$ cat src/sar_adc_pkg.sv
// Shared types and constants for the SAR converter sequencer
package sar_adc_pkg;

   // ==========================================================
   // Sizes and counts
   localparam int RESULT_BITS        = 10;
   localparam int DIV_BITS           = 5;
   localparam int SEL_BITS           = 5;
   localparam int LP_TRACK_SAR_CLKS  = 3;
   localparam int JUSTIFY_PAD        = 16 - RESULT_BITS;

   // ==========================================================
   // Input select codes
   localparam logic [4:0] POS_TEMP_SENSOR = 5'h1e;
   localparam logic [4:0] POS_SUPPLY      = 5'h1f;
   localparam logic [4:0] NEG_VREF        = 5'h1e;
   localparam logic [4:0] NEG_GND         = 5'h1f;

   // ==========================================================
   // Reset, start and terminal-count values
   localparam logic [9:0]  SAR_RESET     = 10'h000;
   localparam logic [9:0]  SAR_FIRST     = 10'h200;
   localparam logic [15:0] RESULT_RESET  = 16'h0000;
   localparam logic [3:0]  BIT_IDX_TOP   = 4'h9;
   localparam logic [1:0]  TRACK_CNT_TOP = 2'h2;

   // ==========================================================
   // Start-of-conversion sources
   typedef enum logic [2:0] {
      START_SOFTWARE = 3'b000,
      START_TIMER0   = 3'b001,
      START_TIMER2   = 3'b010,
      START_TIMER1   = 3'b011,
      START_EXT_PIN  = 3'b100,
      START_TIMER3   = 3'b101
   } start_mode_t;

   // ==========================================================
   // Sequencer states
   typedef enum logic [1:0] {
      ST_IDLE  = 2'b00,
      ST_TRACK = 2'b01,
      ST_CONV  = 2'b10
   } seq_state_t;

   // ==========================================================
   // Carriers
   typedef struct packed {
      logic low_ovf;
      logic high_ovf;
      logic split_8bit;
   } timer_trig_t;

   typedef struct packed {
      logic [7:0] high;
      logic [7:0] low;
   } result_bytes_t;

   typedef struct packed {
      logic [4:0] pos_pin;
      logic       pos_temp;
      logic       pos_supply;
      logic [4:0] neg_pin;
      logic       neg_vref;
      logic       neg_gnd;
      logic       differential;
   } mux_ctrl_t;

endpackage

$ cat src/result_formatter.sv
// Places a 10-bit conversion code into the two result bytes
`timescale 1ns/1ps
module result_formatter
   import sar_adc_pkg::*;
(
   input  wire logic [9:0]         raw_code,
   input  wire logic               differential,
   input  wire logic               left_justify_sel,
   output sar_adc_pkg::result_bytes_t bytes
);
   logic [9:0] code;

   // ==========================================================
   // Formatting
   // The SAR produces offset binary; flipping the top bit gives two's complement
   always_comb begin
      code = differential ? {~raw_code[9], raw_code[8:0]} : raw_code;
      if (left_justify_sel) begin
         bytes = {code, {JUSTIFY_PAD{1'b0}}};
      end else if (differential) begin
         bytes = {{JUSTIFY_PAD{code[9]}}, code};
      end else begin
         bytes = {{JUSTIFY_PAD{1'b0}}, code};
      end
   end
endmodule

$ cat src/sar_adc_sequencer.sv
// Sequencer for a 10-bit successive-approximation converter
`timescale 1ns/1ps
module sar_adc_sequencer
   import sar_adc_pkg::*;
#(
   parameter int RES_BITS = 10,
   parameter int DIV_W    = 5
) (
   input  wire logic                      clk,
   input  wire logic                      rst,
   input  wire logic                      conv_enable,
   input  wire logic                      lowpower_track_sel,
   input  wire logic                      left_justify_sel,
   input  wire logic [DIV_W-1:0]          sar_clk_divider,
   input  wire logic [2:0]                start_source_sel,
   input  wire logic [4:0]                pos_input_select,
   input  wire logic [4:0]                neg_input_select,
   input  wire logic                      sw_start,
   input  wire logic                      done_clear,
   input  wire logic                      irq_enable,
   input  wire logic                      standby_track_off,
   input  wire logic                      timer0_ovf,
   input  wire logic                      timer1_ovf,
   input  wire sar_adc_pkg::timer_trig_t  timer2,
   input  wire sar_adc_pkg::timer_trig_t  timer3,
   input  wire logic                      ext_start_pin,
   input  wire logic                      comp_in,
   output logic                           analog_power_on,
   output logic                           track,
   output logic [RES_BITS-1:0]            dac_code,
   output sar_adc_pkg::mux_ctrl_t         mux_ctrl,
   output logic                           conv_in_progress,
   output logic                           conv_done_flag,
   output logic                           conv_irq,
   output logic [7:0]                     result_high_byte,
   output logic [7:0]                     result_low_byte
);
   // ==========================================================
   // Declarations
   seq_state_t          state;
   seq_state_t          next_state;
   logic [RES_BITS-1:0] sar;
   logic [RES_BITS-1:0] next_sar;
   logic [3:0]          bit_idx;
   logic [3:0]          next_bit_idx;
   logic [1:0]          track_cnt;
   logic [1:0]          next_track_cnt;
   logic                next_busy;
   logic                next_done_flag;
   logic                next_irq;
   logic [7:0]          next_high;
   logic [7:0]          next_low;
   logic                ext_prev;
   logic                next_ext_prev;
   logic                ext_rise;
   logic                start_event;
   logic                direct_convert;
   logic                sar_tick;
   logic                restart_div;
   logic                finish;
   logic                next_track;
   logic                next_power;
   mux_ctrl_t           next_mux;
   result_bytes_t       formatted;

   // ==========================================================
   // Helpers
   // Timer 2 and 3 share the split-mode overflow choice
   function automatic logic timer_event(input timer_trig_t t);
      timer_event = t.split_8bit ? t.low_ovf : t.high_ovf;
   endfunction

   // Pin start changes both the start path and the tracking window
   function automatic logic is_pin_start(input logic [2:0] sel);
      is_pin_start = (sel == START_EXT_PIN);
   endfunction

   // ==========================================================
   // Start source selection
   assign ext_rise = ext_start_pin & ~ext_prev;

   always_comb begin
      case (start_source_sel)
         START_SOFTWARE: start_event = sw_start;
         START_TIMER0:   start_event = timer0_ovf;
         START_TIMER2:   start_event = timer_event(timer2);
         START_TIMER1:   start_event = timer1_ovf;
         START_EXT_PIN:  start_event = ext_rise;
         START_TIMER3:   start_event = timer_event(timer3);
         default:        start_event = 1'b0;
      endcase
   end

   // Pin-started low-power conversions tracked while the pin was low
   assign direct_convert = ~lowpower_track_sel |
                           is_pin_start(start_source_sel);

   always_comb begin
      next_ext_prev = ext_start_pin;
   end

   always_ff @(posedge clk) begin
      if (rst) begin
         ext_prev <= 1'b0;
      end else begin
         ext_prev <= next_ext_prev;
      end
   end

   // ==========================================================
   // Conversion clock
   assign restart_div = (state == ST_IDLE);

   sar_clk_divider_gen #(
      .DIV_BITS (DIV_W)
   ) u_div (
      .clk     (clk),
      .rst     (rst),
      .restart (restart_div),
      .divider (sar_clk_divider),
      .tick    (sar_tick)
   );

   // ==========================================================
   // Sequencer
   always_comb begin
      next_state     = state;
      next_sar       = sar;
      next_bit_idx   = bit_idx;
      next_track_cnt = track_cnt;
      finish         = 1'b0;
      case (state)
         ST_IDLE: begin
            next_sar = SAR_RESET;
            if (conv_enable && start_event) begin
               next_bit_idx   = BIT_IDX_TOP;
               next_track_cnt = '0;
               if (direct_convert) begin
                  next_state = ST_CONV;
                  next_sar   = SAR_FIRST;
               end else begin
                  next_state = ST_TRACK;
               end
            end
         end
         ST_TRACK: begin
            // Starts arriving here are dropped, not queued
            if (sar_tick) begin
               next_track_cnt = track_cnt + 2'h1;
               if (track_cnt == TRACK_CNT_TOP) begin
                  next_state = ST_CONV;
                  next_sar   = SAR_FIRST;
               end
            end
         end
         ST_CONV: begin
            if (sar_tick) begin
               next_sar[bit_idx] = comp_in;
               if (bit_idx == 4'h0) begin
                  finish     = 1'b1;
                  next_state = ST_IDLE;
               end else begin
                  next_sar[bit_idx - 4'h1] = 1'b1;
                  next_bit_idx             = bit_idx - 4'h1;
               end
            end
         end
         default: begin
            next_state = ST_IDLE;
         end
      endcase
      // Dropping the enable abandons any conversion underway
      if (!conv_enable) begin
         next_state = ST_IDLE;
         finish     = 1'b0;
      end
   end

   always_ff @(posedge clk) begin
      if (rst) begin
         state     <= ST_IDLE;
         sar       <= SAR_RESET;
         bit_idx   <= BIT_IDX_TOP;
         track_cnt <= '0;
      end else begin
         state     <= next_state;
         sar       <= next_sar;
         bit_idx   <= next_bit_idx;
         track_cnt <= next_track_cnt;
      end
   end

   assign dac_code = sar;

   // ==========================================================
   // Result formatting
   result_formatter u_fmt (
      .raw_code         (next_sar),
      .differential     (mux_ctrl.differential),
      .left_justify_sel (left_justify_sel),
      .bytes            (formatted)
   );

   // ==========================================================
   // Status and result registers
   always_comb begin
      next_busy = (next_state != ST_IDLE);
      // A completion in the clearing cycle still sets the flag
      next_done_flag = finish | (conv_done_flag & ~done_clear);
      next_irq       = next_done_flag & irq_enable;
      next_high      = result_high_byte;
      next_low       = result_low_byte;
      if (finish) begin
         next_high = formatted.high;
         next_low  = formatted.low;
      end
   end

   always_ff @(posedge clk) begin
      if (rst) begin
         conv_in_progress <= 1'b0;
         conv_done_flag   <= 1'b0;
         conv_irq         <= 1'b0;
         result_high_byte <= RESULT_RESET[15:8];
         result_low_byte  <= RESULT_RESET[7:0];
      end else begin
         conv_in_progress <= next_busy;
         conv_done_flag   <= next_done_flag;
         conv_irq         <= next_irq;
         result_high_byte <= next_high;
         result_low_byte  <= next_low;
      end
   end

   // ==========================================================
   // Track-and-hold control
   always_comb begin
      next_track = 1'b0;
      if (conv_enable && !standby_track_off) begin
         if (!lowpower_track_sel) begin
            next_track = (next_state != ST_CONV);
         end else if (is_pin_start(start_source_sel)) begin
            next_track = (next_state == ST_IDLE) & ~ext_start_pin;
         end else begin
            next_track = (next_state == ST_TRACK);
         end
      end
   end

   always_ff @(posedge clk) begin
      if (rst) begin
         track <= 1'b0;
      end else begin
         track <= next_track;
      end
   end

   // ==========================================================
   // Multiplexer control
   // Registered so the switch network never sees a decode glitch
   always_comb begin
      next_mux.pos_pin      = pos_input_select;
      next_mux.pos_temp     = (pos_input_select == POS_TEMP_SENSOR);
      next_mux.pos_supply   = (pos_input_select == POS_SUPPLY);
      next_mux.neg_pin      = neg_input_select;
      next_mux.neg_vref     = (neg_input_select == NEG_VREF);
      next_mux.neg_gnd      = (neg_input_select == NEG_GND);
      next_mux.differential = (neg_input_select != NEG_GND);
   end

   always_ff @(posedge clk) begin
      if (rst) begin
         mux_ctrl <= '0;
      end else begin
         mux_ctrl <= next_mux;
      end
   end

   // ==========================================================
   // Analog power
   // Power follows the enable one clock late; shut down it draws nothing
   always_comb begin
      next_power = conv_enable;
   end

   always_ff @(posedge clk) begin
      if (rst) begin
         analog_power_on <= 1'b0;
      end else begin
         analog_power_on <= next_power;
      end
   end

endmodule

$ cat src/sar_clk_divider_gen.sv
// Conversion clock tick generator, system clock divided by divider plus one
`timescale 1ns/1ps
module sar_clk_divider_gen #(
   parameter int DIV_BITS = 5
) (
   input  wire logic                clk,
   input  wire logic                rst,
   input  wire logic                restart,
   input  wire logic [DIV_BITS-1:0] divider,
   output logic                     tick
);
   logic [DIV_BITS-1:0] cnt;
   logic [DIV_BITS-1:0] next_cnt;

   // ==========================================================
   // Divider
   // Restart aligns the first tick to the start event, so every
   // conversion with the same divider and tracking window takes the same number of system clocks
   always_comb begin
      tick     = 1'b0;
      next_cnt = cnt + 1'b1;
      if (restart) begin
         next_cnt = '0;
      end else if (cnt >= divider) begin
         tick     = 1'b1;
         next_cnt = '0;
      end
   end

   always_ff @(posedge clk) begin
      if (rst) begin
         cnt <= '0;
      end else begin
         cnt <= next_cnt;
      end
   end
endmodule
$ cat config.mk
export PLATFORM = sky130hd
export DESIGN_NAME = sar_adc_sequencer
export DESIGN_NICKNAME = d
export VERILOG_FILES = /design/src/sar_adc_pkg.sv /design/src/result_formatter.sv /design/src/sar_adc_sequencer.sv /design/src/sar_clk_divider_gen.sv
export SDC_FILE = /design/constraint.sdc
export NUM_CORES = 1
export LEC_CHECK = 0
export BUFFER_PORTS_ARGS = -buffer_cell sky130_fd_sc_hd__buf_2
export CAP_MARGIN = 30
export CORE_ASPECT_RATIO = 0.7
export CORE_UTILIZATION = 55
export CTS_BUF_LIST = sky130_fd_sc_hd__clkbuf_8
export DETAILED_ROUTE_END_ITERATION = 8
export HOLD_SLACK_MARGIN = 0.15
export PLACE_DENSITY_LB_ADDON = 0.25
export RECOVER_POWER = 100
export SETUP_SLACK_MARGIN = 0.15
export SYNTH_ARGS = -nofsm -noshare
export SYNTH_HDL_FRONTEND = slang
export SYNTH_SLANG_ARGS = --single-unit
$ cat constraint.sdc
create_clock -name clk -period 3.41 [get_ports clk]
set_input_delay 0.5115 -clock clk [delete_from_list [all_inputs] [get_ports clk]]
set_output_delay 0.5115 -clock clk [all_outputs]
set_load 0.01 [all_outputs]
==> results.md, run 1 <==
* Outcome: completed
* CP endpoint kind: flop
* Root buffer selected by CTS: clkbuf_8
* Post-synthesis cell count at 370
* First-pass GRT wire length at 12.8 mm
* Combinational fraction of design power at 7.8%
* Compound-Gate Fraction of Synth Area at 23.0%
* Worst Tran Pin Value at 1170 ps
* Drt first-iter violations at 334
* Initial Util at 58.6%
* Max Clk Rate at 0.325 GHz
* CTS buffer count at 9
* Crit path required time at 3670 ps
* Die W at 92.4 µm
* Largest family of logic cells by synthesized area: simple AND/OR/NAND/NOR gates
* Xor and xnor area share after synthesis at 0.835%
* IO Port Bufs at 82
* Synth warnings at 0
* Post-Route WL at 7.91 mm
* Initial antenna violation count at 0
* Crit path max-delay cell type: or4_1
* Worst clock skew at 7.86 ps
* Total core area at 5370 µm²
* Slew Limit Fails at 0
* P&R area growth vs syn at 16.4%
* Drt pass-1 iters at 5
* Crit path max fanout at 10
* Syn nets at 421
* CTS tree: yes
* Internal power at 1.05 mW
* Max cap viols at 0
* Critical Path Source Type: flop
* Vias per cell at 5.85
* Power Dens Cells at 382 nW/µm²
* Setup tns final at 0 ps
* Clock latency on the worst-skew pair at 340 ps
* Post-CTS repair timing setup buffer count at 0
* Post-synthesis mux area share at 1.95%
* Routability cong. at 0.984
* Synth Area in Simple Gates at 23.6%
* Clock-pin slew on the worst setup and hold paths at 70 ps
* VDD IR max at 0.374 mV
* Critical path class: reg -> reg
* Layout cell share with drive strength beyond 1 at 14.6%
* Clk buf depth at 2
* RSZ-0062 raised after global routing: false
* GRT Util Overall at 27.3%
* Post-synthesis sequential area ratio at 38.2%
* Drt drc at 0
* I/O pin count at 83
* Ant diodes at 0
* Worst rel slew slack at 22.3%
* Fin. Hold Viols at 0
* DIE AREA at 6030 µm²
* Switching part of the total power at 24.8%
* Nets at 499
* Vias in the first global route at 2728
* Final Hold Slack at 349 ps
* Hold_buf cts at 0
* Via Count at 3067
* Die height at 65.3 µm
* Average wire per standard cell at 15.1 µm
* Clock sink count at 60
* Reg power frac at 51.2%
* Mapped Avg Cell Area at 8.50 µm²
* Max stage delay on crit path at 440 ps
* Final min period at 3080 ps
* # H-tree levels at 3
* CTS resizes at 0
* Netlist cell types at 69
* Post-synth ARST share at 0%
* Most frequent cells in the layout: dfxtp_1, clkbuf_1, nor2_1
* EDFF count, synth at 0
* Routed Antenna Nets at 0
* Tcrit/Tclk final at 90.3%
* Pin count of the biggest net entering global routing at 30
* Yosys reg bits at 60
* Post-DP HPWL at 5.97 mm
* Remaining Overflow, GRT at 0
* Cell Rows at 22
* Top_reg_cell synth: dfxtp_1
* CP arrival at 3340 ps
* Leakage at 1.43 nW
* Cell Chain, Critical Path: ha_1, a21oi_1, o21a_1, o21ai_0, clkbuf_1, a41oi_1, o21ai_0, a21oi_1, ha_1, nor2_1, or4_1, o211ai_1
* Count of final setup violators at 0
* Clock network fraction of total power at 41.0%
* Most common cell after layout, fill and taps aside: dfxtp_1
* HP Class: in -> reg
* Synth Cell Area at 3150 µm²
* Adder-cell area share of the yosys netlist at 5.57%
* P_sw at 0.347 mW
## path summary, 6_finish.rpt
check / from / endpoint / slack [ps] / cells after the start
worst min register to register: result_low_byte[0] / result_low_byte[0] / 460 / 2
worst max-delay path: u_div.cnt[2] / result_high_byte[3] / 330 / 12
worst min-delay path: pos_input_select[0] / mux_ctrl[9] / 350 / 2
worst max register to register: u_div.cnt[2] / result_high_byte[3] / 330 / 12
## sequential cells by signal, summed over array words and instances (netlist names)
name / cells
conv_in_progress: 1
state: 2
result_high_byte: 8
mux_ctrl: 15
bit_idx: 4
conv_irq: 1
dac_code: 10
u_div.cnt: 5
track_cnt: 2
analog_power_on: 1
ext_prev: 1
result_low_byte: 8
track: 1
conv_done_flag: 1
## critical path: cells and delay by family, from the launching register on
family	cells	cell delay (ps)
buf+inv	1	280
flops	1	410
simple gates	2	520
compound gates	7	1300
fa+ha+maj	2	490
## synth_stat cells (all sizes together) (2+ instances only)
cell type | n | area [µm²]
dfxtp | 60 | 1200
nor2 | 41 | 166
nand2 | 25 | 93.8
inv | 23 | 86.3
a21oi | 21 | 105
nor2b | 17 | 109
o21ai | 16 | 83.8
ha | 14 | 175
buf | 11 | 87.6
clkbuf | 11 | 41.3
nand3b | 10 | 75.1
nand3 | 9 | 45.0
nor3 | 9 | 45.0
a31oi | 8 | 65.1
and2 | 5 | 31.3
mux2i | 5 | 50.1
nand2b | 5 | 38.8
nand4 | 5 | 31.3
o211ai | 5 | 37.5
or3 | 5 | 36.3
and3 | 4 | 25.0
o221ai | 4 | 35.0
a32oi | 3 | 26.3
a41oi | 3 | 26.3
o21a | 3 | 22.5
o21bai | 3 | 22.5
o31ai | 3 | 22.5
or2 | 3 | 18.8
a211o | 2 | 17.5
a211oi | 2 | 15.0
a21o | 2 | 15.0
a22oi | 2 | 15.0
a31o | 2 | 17.5
a32o | 2 | 20.0
o22ai | 2 | 12.5
o311a | 2 | 20.0
o311ai | 2 | 17.5
o32ai | 2 | 17.5
xor2 | 2 | 17.5
## layer usage
layer	track usage, %	vias up	part of all wire [%]
met1	38.9	1409	47
met3	6.25	12	8.9
li1	-	1484	-
met4	8.79	0	1.1
met2	40.7	162	43
met5	0	-	0
## kinds of logic after synthesis
family          Yosys count
xor+xnor                  3
flops                    60
buf+inv                  45
fa+ha+maj                14
mux                       6
compound gates          101
simple gates            141
## area by class of cell
cell class / instances / area, µm²
Clock buffer: 11 / 151
Timing Repair Buffer: 89 / 389
Clock inverter: 4 / 25.0
Inverter: 23 / 86.3
Tap cell: 72 / 90.1
Sequential cell: 60 / 1200
Multi-Input combinational cell: 265 / 1720
Fill cell: 492 / 1710
## stage by stage
stage	power [mW]	utilization, %	worst slack, ps	std cells	instance area [µm²]
after floorplan	0.798	-	636	370	3150
after global placement	0.840	66.5	401	509	3570
after detailed placement	0.844	66.5	190	509	3570
final	1.40	68.2	330	524	3660
after CTS	1.41	69.8	426	524	3750
after global routing	1.45	68.2	118	524	3660
## power by group through the flow
stage	logic, mW	registers [mW]	clock network, mW
6_report	0.109	0.716	0.574
3_3_place_gp	0.109	0.731	0
2_1_floorplan	0.0632	0.735	0
3_5_place_dp	0.112	0.732	0
4_1_cts	0.113	0.716	0.577
5_1_grt	0.121	0.716	0.611
(Power assumes the default switching activity.)
==> run 2, diff against run 1 <==
--- a/config.mk
+++ b/config.mk
@@ -12,6 +12,7 @@
 export CTS_BUF_LIST = sky130_fd_sc_hd__clkbuf_8
 export DETAILED_ROUTE_END_ITERATION = 8
 export HOLD_SLACK_MARGIN = 0.15
+export MAX_ROUTING_LAYER = met4
 export PLACE_DENSITY_LB_ADDON = 0.25
 export RECOVER_POWER = 100
 export SETUP_SLACK_MARGIN = 0.15
==> run 2 against run 1 <==
The run now ends with max-capacitance violations, max-slew violations left. Global-route usage rose by 2.4 points. Largest cell class unchanged. Cell count fell by 0.19%. Hold slack improved by 1.6 ps. Sequential power barely moved. First-iteration DRC count fell by 8.7%. Worst setup slack improved by 12 ps.
==> results.md, run 2 (synthesized netlist as in run 1, its figures left out) <==
* Outcome: finished, violations left (was completed)
* Failing checks: max-capacitance violations, max-slew violations
* Crit path max-delay family: compound AO/OA/AOI/OAI gates (unchanged)
* Post-DP HPWL at 6.12 mm (was 5.97 mm)
* VDD IR max at 0.289 mV (was 0.374 mV)
* Max reg flops at 15 (unchanged)
* Reg-to-Reg Start: bit_idx[1] (was u_div.cnt[2])
* R2r endpoint: result_high_byte[2] (was result_high_byte[3])
* Cell Rows at 22 (unchanged)
* Root buffer selected by CTS: clkbuf_8 (unchanged)
* Clock sink count at 60 (unchanged)
* HP Class: in -> reg (unchanged)
* Most Crowded Layer GR: met2 (unchanged)
* Cell Chain, Critical Path: inv_1, ha_1, buf_4, nand2_1, o21ai_0, a22o_1, a41oi_1, o21ai_0, a21oi_1, ha_1, nor2_1, or4_4, o211ai_1 (was ha_1, a21oi_1, o21a_1, o21ai_0, clkbuf_1, a41oi_1, o21ai_0, a21oi_1, ha_1, nor2_1, or4_1, o211ai_1)
* Met2 usage at 44.4% (was 40.7%)
* Post-CTS repair timing setup buffer count at 0 (unchanged)
* R2R Setup Slk at 340 ps (was 330 ps)
* Setup tns final at 0 ps (unchanged)
* Fin. Hold Viols at 0 (unchanged)
* Max stage delay on crit path at 480 ps (was 440 ps)
* Clock-pin slew on the worst setup and hold paths at 70 ps (about the same)
* Post-Route WL at 8.38 mm (was 7.91 mm)
* GR met3 Demand/Resource at 8.68% (was 6.25%)
* Fin area at 3710 µm² (was 3660 µm²)
* Worst rel slew slack at -40.5% (was 22.3%)
* Most flops, register: mux_ctrl (unchanged)
* Pin count of the biggest net entering global routing at 53 (was 30)
* Placed insts at 508 (was 509)
* FF-to-FF path depth at 13 (was 12)
* Initial Util at 58.6% (unchanged)
* CP endpoint kind: flop (unchanged)
* IO Port Bufs at 82 (unchanged)
* Crit path max-delay cell type: dfxtp_1 (was or4_1)
* Critical Path Source Type: flop (unchanged)
* Die W at 92.4 µm (unchanged)
* CTS buffer count at 9 (unchanged)
* Tcrit/Tclk final at 90.0% (was 90.3%)
* Most common cell after layout, fill and taps aside: dfxtp_1 (unchanged)
* Count of final setup violators at 0 (unchanged)
* Vias per cell at 5.90 (was 5.85)
* Max Clk Rate at 0.326 GHz (was 0.325 GHz)
* Hold_buf cts at 0 (unchanged)
* P&R area growth vs syn at 17.9% (was 16.4%)
* Met1 GRT Util at 38.8% (was 38.9%)
* CP arrival at 3330 ps (was 3340 ps)
* # H-tree levels at 3 (unchanged)
* Initial antenna violation count at 0 (unchanged)
* DIE AREA at 6030 µm² (unchanged)
* RSZ-0062 raised after global routing: false (unchanged)
* Drt first-iter violations at 305 (was 334)
* Nets at 498 (was 499)
* Fillers at 479 (was 492)
* Buf+Inv Stages, Crit Path at 2 (was 1)
* Hold path cells at 2 (unchanged)
* Average wire per standard cell at 16.0 µm (was 15.1 µm)
* Critical path class: reg -> reg (unchanged)
* Crit path required time at 3670 ps (about the same)
* Worst hold path startpoint: pos_input_select[0] (unchanged)
* First-pass GRT wire length at 13.3 mm (was 12.8 mm)
* Power Dens Cells at 419 nW/µm² (was 382 nW/µm²)
* GRT Util Overall at 29.7% (was 27.3%)
* Drt pass-1 iters at 5 (unchanged)
* Final min period at 3070 ps (was 3080 ps)
* Crit path max fanout at 10 (unchanged)
* Routability cong. at 0.925 (was 0.984)
* Vias in the first global route at 2791 (was 2728)
* CTS resizes at 0 (unchanged)
* Via Count at 3084 (was 3067)
* Worst clock skew at 5.56 ps (was 7.86 ps)
* Drt drc at 0 (unchanged)
* Slew Limit Fails at 53 (was 0)
* Max cap viols at 1 (was 0)
* Crit. path cell count at 13 (was 12)
* Non-Filler Instances at 523 (was 524)
* Routed Antenna Nets at 0 (unchanged)
* Clock latency on the worst-skew pair at 340 ps (about the same)
* Placed instance area at 3560 µm² (was 3570 µm²)
* Die height at 65.3 µm (unchanged)
* Worst Tran Pin Value at 2110 ps (was 1170 ps)
* CTS tree: yes (unchanged)
* I/O pin count at 83 (unchanged)
* Layout cell share with drive strength beyond 1 at 15.7% (was 14.6%)
* Leakage at 1.46 nW (was 1.43 nW)
* Remaining Overflow, GRT at 0 (unchanged)
* Total core area at 5370 µm² (unchanged)
* Most frequent cells in the layout: dfxtp_1, clkbuf_1, nor2_1 (unchanged)
* Ant diodes at 0 (unchanged)
* Hold Crit Endpoint: mux_ctrl[9] (unchanged)
* Clk buf depth at 2 (unchanged)
-- run 2: stage by stage --
stage / worst slack (ps) / utilization (%) / hold WS [ps] / total power [mW]
after floorplan: 636 / - / 430 / 0.798
after global placement: 398 / 66.4 / 440 / 0.839
after detailed placement: 254 / 66.4 / 445 / 0.844
after CTS: 367 / 70.5 / 345 / 1.56
after global routing: 187 / 69.1 / 342 / 1.60
final: 342 / 69.1 / 350 / 1.55
-- run 2: worst max path at each step --
stage | slack [ps] | startpoint | endpoint
2_1_floorplan | 640 | sar_clk_divider[2] | result_high_byte[2]
3_3_place_gp | 400 | sar_clk_divider[2] | result_high_byte[3]
3_5_place_dp | 250 | sar_clk_divider[2] | result_high_byte[2]
4_1_cts | 370 | bit_idx[0] | result_high_byte[2]
5_1_grt | 190 | bit_idx[1] | result_high_byte[3]
6_report | 340 | bit_idx[1] | result_high_byte[2]
-- run 2: worst reg2reg max path: cells and delay by family (launching register included) --
family / cells / cell delay (ps)
compound gates: 6 / 1030
fa+ha+maj: 2 / 490
buf+inv: 2 / 360
flops: 1 / 480
simple gates: 3 / 640
-- run 2: cell type report --
type / count / area [µm²] / area share (%)
multi-input cells: 265 / 1710 / 46.2
flip-flops and latches: 60 / 1200 / 32.4
repair buffers: 88 / 393 / 10.6
clock buffers: 11 / 151 / 4.08
well taps: 72 / 90.1 / 2.43
inverters: 23 / 86.3 / 2.33
clock inverters: 4 / 72.6 / 1.96
-- run 2: power breakdown --
part | total [mW] | internal [mW] | switching, mW | leakage, nW
clock | 0.727 | 0.446 | 0.281 | 0.111
combinational | 0.112 | 0.0451 | 0.0665 | 0.862
sequential | 0.716 | 0.711 | 0.00490 | 0.487
-- run 2: routing by layer --
| layer | part of all wire [%] | vias up |
|---|---|---|
| li1 | - | 1475 |
| met2 | 43 | 171 |
| met1 | 44 | 1413 |
| met4 | 1.8 | 0 |
| met5 | 0 | - |
| met3 | 10 | 25 |
==> run 3, diff against run 2 <==
--- a/config.mk
+++ b/config.mk
@@ -8,7 +8,7 @@
 export BUFFER_PORTS_ARGS = -buffer_cell sky130_fd_sc_hd__buf_2
 export CAP_MARGIN = 30
 export CORE_ASPECT_RATIO = 0.7
-export CORE_UTILIZATION = 55
+export CORE_UTILIZATION = 54
 export CTS_BUF_LIST = sky130_fd_sc_hd__clkbuf_8
 export DETAILED_ROUTE_END_ITERATION = 8
 export HOLD_SLACK_MARGIN = 0.15
@@ -18,4 +18,5 @@
 export SETUP_SLACK_MARGIN = 0.15
 export SYNTH_ARGS = -nofsm -noshare
 export SYNTH_HDL_FRONTEND = slang
+export SYNTH_HIERARCHICAL = 1
 export SYNTH_SLANG_ARGS = --single-unit
==> run 3 against run 2 <==
The run still ends with max-capacitance violations, max-slew violations left. Fmax shrank 1.8%. Worst setup slack lost 55 ps. Area after synthesis shrank 3.7%. Flip-flop and latch count is the same. Sequential share of layout area grew 0.98 points. Clock skew grew 5.2 ps. Critical endpoint is now result_low_byte[0]. Cell count shrank 1.1%. Routed wire length shrank 12%. Critical path depth shrank 4. First-iteration DRC count shrank 30%. Combinational power shrank 8%.
==> results.md, run 3 <==
* Root buffer selected by CTS: clkbuf_8 (unchanged)
* Average wire per standard cell at 14.3 µm (was 16.0 µm)
* Post-Route WL at 7.38 mm (was 8.38 mm)
* Hold_buf cts at 0 (unchanged)
* Slew Limit Fails at 41 (was 53)
* Worst hold path startpoint: pos_input_select[0] (unchanged)
* Vias in the first global route at 2630 (was 2791)
* P&R area growth vs syn at 18.7% (was 17.9%)
* Post-synth ARST share at 0% (unchanged)
* Tcrit/Tclk final at 91.6% (was 90.0%)
* Hold path cells at 2 (unchanged)
* Top-area cell type share of the netlist area at 39.6% (was 38.2%)
* Count of final setup violators at 0 (unchanged)
* GRT Util Overall at 27.8% (was 29.7%)
* CP arrival at 3370 ps (was 3330 ps)
* Count leader, synth: dfxtp_1 (unchanged)
* Netlist cell types at 62 (was 69)
* Syn nets at 413 (was 421)
* Total core area at 5310 µm² (was 5370 µm²)
* I/O pin count at 83 (unchanged)
* Synth warnings at 6 (was 0)
* IO Port Bufs at 82 (unchanged)
* Crit path max-delay cell type: o311ai_0 (was dfxtp_1)
* Fin. Hold Viols at 0 (unchanged)
* Area contributors post-synth: dfxtp_1, nand2_1, ha_1 (was dfxtp_1, ha_1, nor2_1)
* Final min period at 3120 ps (was 3070 ps)
* Routed Antenna Nets at 0 (unchanged)
* R2R Setup Slk at 290 ps (was 340 ps)
* FF-to-FF path depth at 9 (was 13)
* CP endpoint kind: flop (unchanged)
* Clock sink count at 60 (unchanged)
* Post-DP HPWL at 5.35 mm (was 6.12 mm)
* Drt drc at 0 (unchanged)
* Clock-pin slew on the worst setup and hold paths at 70 ps (about the same)
* Fillers at 490 (was 479)
* Outcome: finished, violations left (unchanged)
* HP Class: in -> reg (unchanged)
* Leakage at 1.44 nW (was 1.46 nW)
* CTS tree: yes (unchanged)
* Top_reg_cell synth: dfxtp_1 (unchanged)
* RSZ-0062 raised after global routing: false (unchanged)
* Pin count of the biggest net entering global routing at 41 (was 53)
* Clk buf depth at 2 (unchanged)
* Critical path class: reg -> reg (unchanged)
* Cell Rows at 22 (unchanged)
* # H-tree levels at 3 (unchanged)
* Power Total at 1.59 mW (was 1.55 mW)
* Layout cell share with drive strength beyond 1 at 15.1% (was 15.7%)
* Drt first-iter violations at 213 (was 305)
* Max reg flops at 15 (unchanged)
* Die W at 91.5 µm (was 92.4 µm)
* Clock latency on the worst-skew pair at 340 ps (about the same)
* Failing checks: max-capacitance violations, max-slew violations (unchanged)
* Post-synthesis cell count at 362 (was 370)
* Max cap viols at 1 (unchanged)
* Worst rel slew slack at -16.9% (was -40.5%)
* Power Dens Cells at 442 nW/µm² (was 419 nW/µm²)
* Setup tns final at 0 ps (unchanged)
* Crit path max-delay family: compound AO/OA/AOI/OAI gates (unchanged)
* Cell Chain, Critical Path: inv_1, ha_1, nor2_1, o21ai_0, a22o_1, o311ai_0, nor2b_1, nand3_1, a21oi_1 (was inv_1, ha_1, buf_4, nand2_1, o21ai_0, a22o_1, a41oi_1, o21ai_0, a21oi_1, ha_1, nor2_1, or4_4, o211ai_1)
* Reg-to-Reg Start: bit_idx[0] (was bit_idx[1])
* Crit path required time at 3660 ps (was 3670 ps)
* Most common cell after layout, fill and taps aside: dfxtp_1 (unchanged)
* Critical Path Source Type: flop (unchanged)
* Synth Cell Area at 3030 µm² (was 3150 µm²)
* Yosys reg bits at 60 (unchanged)
* VDD IR max at 0.240 mV (was 0.289 mV)
* Biggest area consumer among synthesized cells: dfxtp_1 (unchanged)
* Crit path max fanout at 13 (was 10)
* Buf+Inv Stages, Crit Path at 1 (was 2)
* DIE AREA at 5920 µm² (was 6030 µm²)
* Remaining Overflow, GRT at 0 (unchanged)
* Worst clock skew at 10.8 ps (was 5.56 ps)
* Vias per cell at 5.60 (was 5.90)
* Routability cong. at 0.928 (was 0.925)
* First-pass GRT wire length at 12.5 mm (was 13.3 mm)
* Ant diodes at 0 (unchanged)
* Most flops, register: mux_ctrl (unchanged)
* CTS buffer count at 9 (unchanged)
* Initial antenna violation count at 0 (unchanged)
* Hold Crit Endpoint: mux_ctrl[9] (unchanged)
* Drt pass-1 iters at 5 (unchanged)
* Max stage delay on crit path at 770 ps (was 480 ps)
* Max Clk Rate at 0.320 GHz (was 0.326 GHz)
* Post-CTS repair timing setup buffer count at 0 (unchanged)
* Via Count at 2895 (was 3084)
* Die height at 64.7 µm (was 65.3 µm)
* Post-synthesis sequential area ratio at 39.6% (was 38.2%)
* Initial Util at 57.0% (was 58.6%)
* Mapped Avg Cell Area at 8.37 µm² (was 8.50 µm²)
* R2r endpoint: result_low_byte[0] (was result_high_byte[2])
* Most frequent cells in the layout: dfxtp_1, clkbuf_1, nand2_1 (was dfxtp_1, clkbuf_1, nor2_1)
* Nets at 491 (was 498)
* Commonest cells in the netlist: dfxtp_1, nand2_1, nand3_1 (was dfxtp_1, nor2_1, nand2_1)
* EDFF count, synth at 0 (unchanged)
* Worst Tran Pin Value at 1750 ps (was 2110 ps)
run 3: cell types whose count changed after synthesis, moves of 6 or more:
cell / before / now
nand2_1: 25 / 47
nand3_1: 9 / 30
nor2_1: 38 / 23
a31oi_1: 7 / 16
inv_1: 23 / 15
nand3b_1: 10 / 2
clkbuf_1: 11 / 5
nor3_1: 9 / 3
run 3: worst max path at each step:
stage	startpoint	endpoint	slack, ps	cells after the start
after global routing	u_div/cnt[0]	result_high_byte[1]	100	16
after floorplan	sar_clk_divider[2]	result_high_byte[1]	610	16
after detailed placement	sar_clk_divider[2]	result_high_byte[1]	210	17
after CTS	u_div/cnt[0]	result_high_byte[1]	430	16
final	bit_idx[0]	result_low_byte[0]	290	9
after global placement	sar_clk_divider[2]	result_high_byte[1]	370	17
run 3: layout make-up:
| cell class | instances | area, µm² | share of cell area (%) |
|---|---|---|---|
| multi-input cells | 267 | 1630 | 45.3 |
| well taps | 72 | 90.1 | 2.50 |
| clock buffers | 9 | 124 | 3.44 |
| flip-flops and latches | 60 | 1200 | 33.4 |
| inverters | 16 | 60.1 | 1.67 |
| clock inverters | 7 | 116 | 3.23 |
| repair buffers | 86 | 377 | 10.5 |
run 3: power breakdown:
group / switching [mW] / internal (mW) / total [mW]
clock: 0.287 / 0.484 / 0.771
sequential: 0.00463 / 0.712 / 0.716
combinational: 0.0615 / 0.0416 / 0.103
total: 0.354 / 1.24 / 1.59
run 3: repair_timing:
item,CTS,global route
setup endpoints to repair,0,7
hold endpoints to repair,0,0
gates resized for setup,0,1
run 3: logic make-up after synthesis:
logic type / synth area share (%)
flops: 39.6
compound gates: 18.3
simple gates: 27.7
mux: 2.15
buf+inv: 5.53
xor+xnor: 0.867
fa+ha+maj: 5.78
run 3: stage by stage:
step | instance area (µm²) | setup WS [ps] | hold slack, ps | cells | util [%]
after floorplan | 3030 | 609 | 430 | 362 | -
after detailed placement | 3450 | 211 | 446 | 501 | 65.0
final | 3600 | 287 | 335 | 517 | 67.7
after CTS | 3690 | 429 | 322 | 517 | 69.5
after global routing | 3600 | 98.7 | 342 | 517 | 67.7
after global placement | 3450 | 372 | 442 | 501 | 65.0
run 3: routing by layer:
layer | wire length (µm) | vias to the layer above | track usage [%]
met4 | 97 | 0 | 7.14
met3 | 542 | 11 | 7.16
li1 | - | 1427 | -
met5 | 0 | - | -
met2 | 3250 | 114 | 42.5
met1 | 3500 | 1343 | 36.8
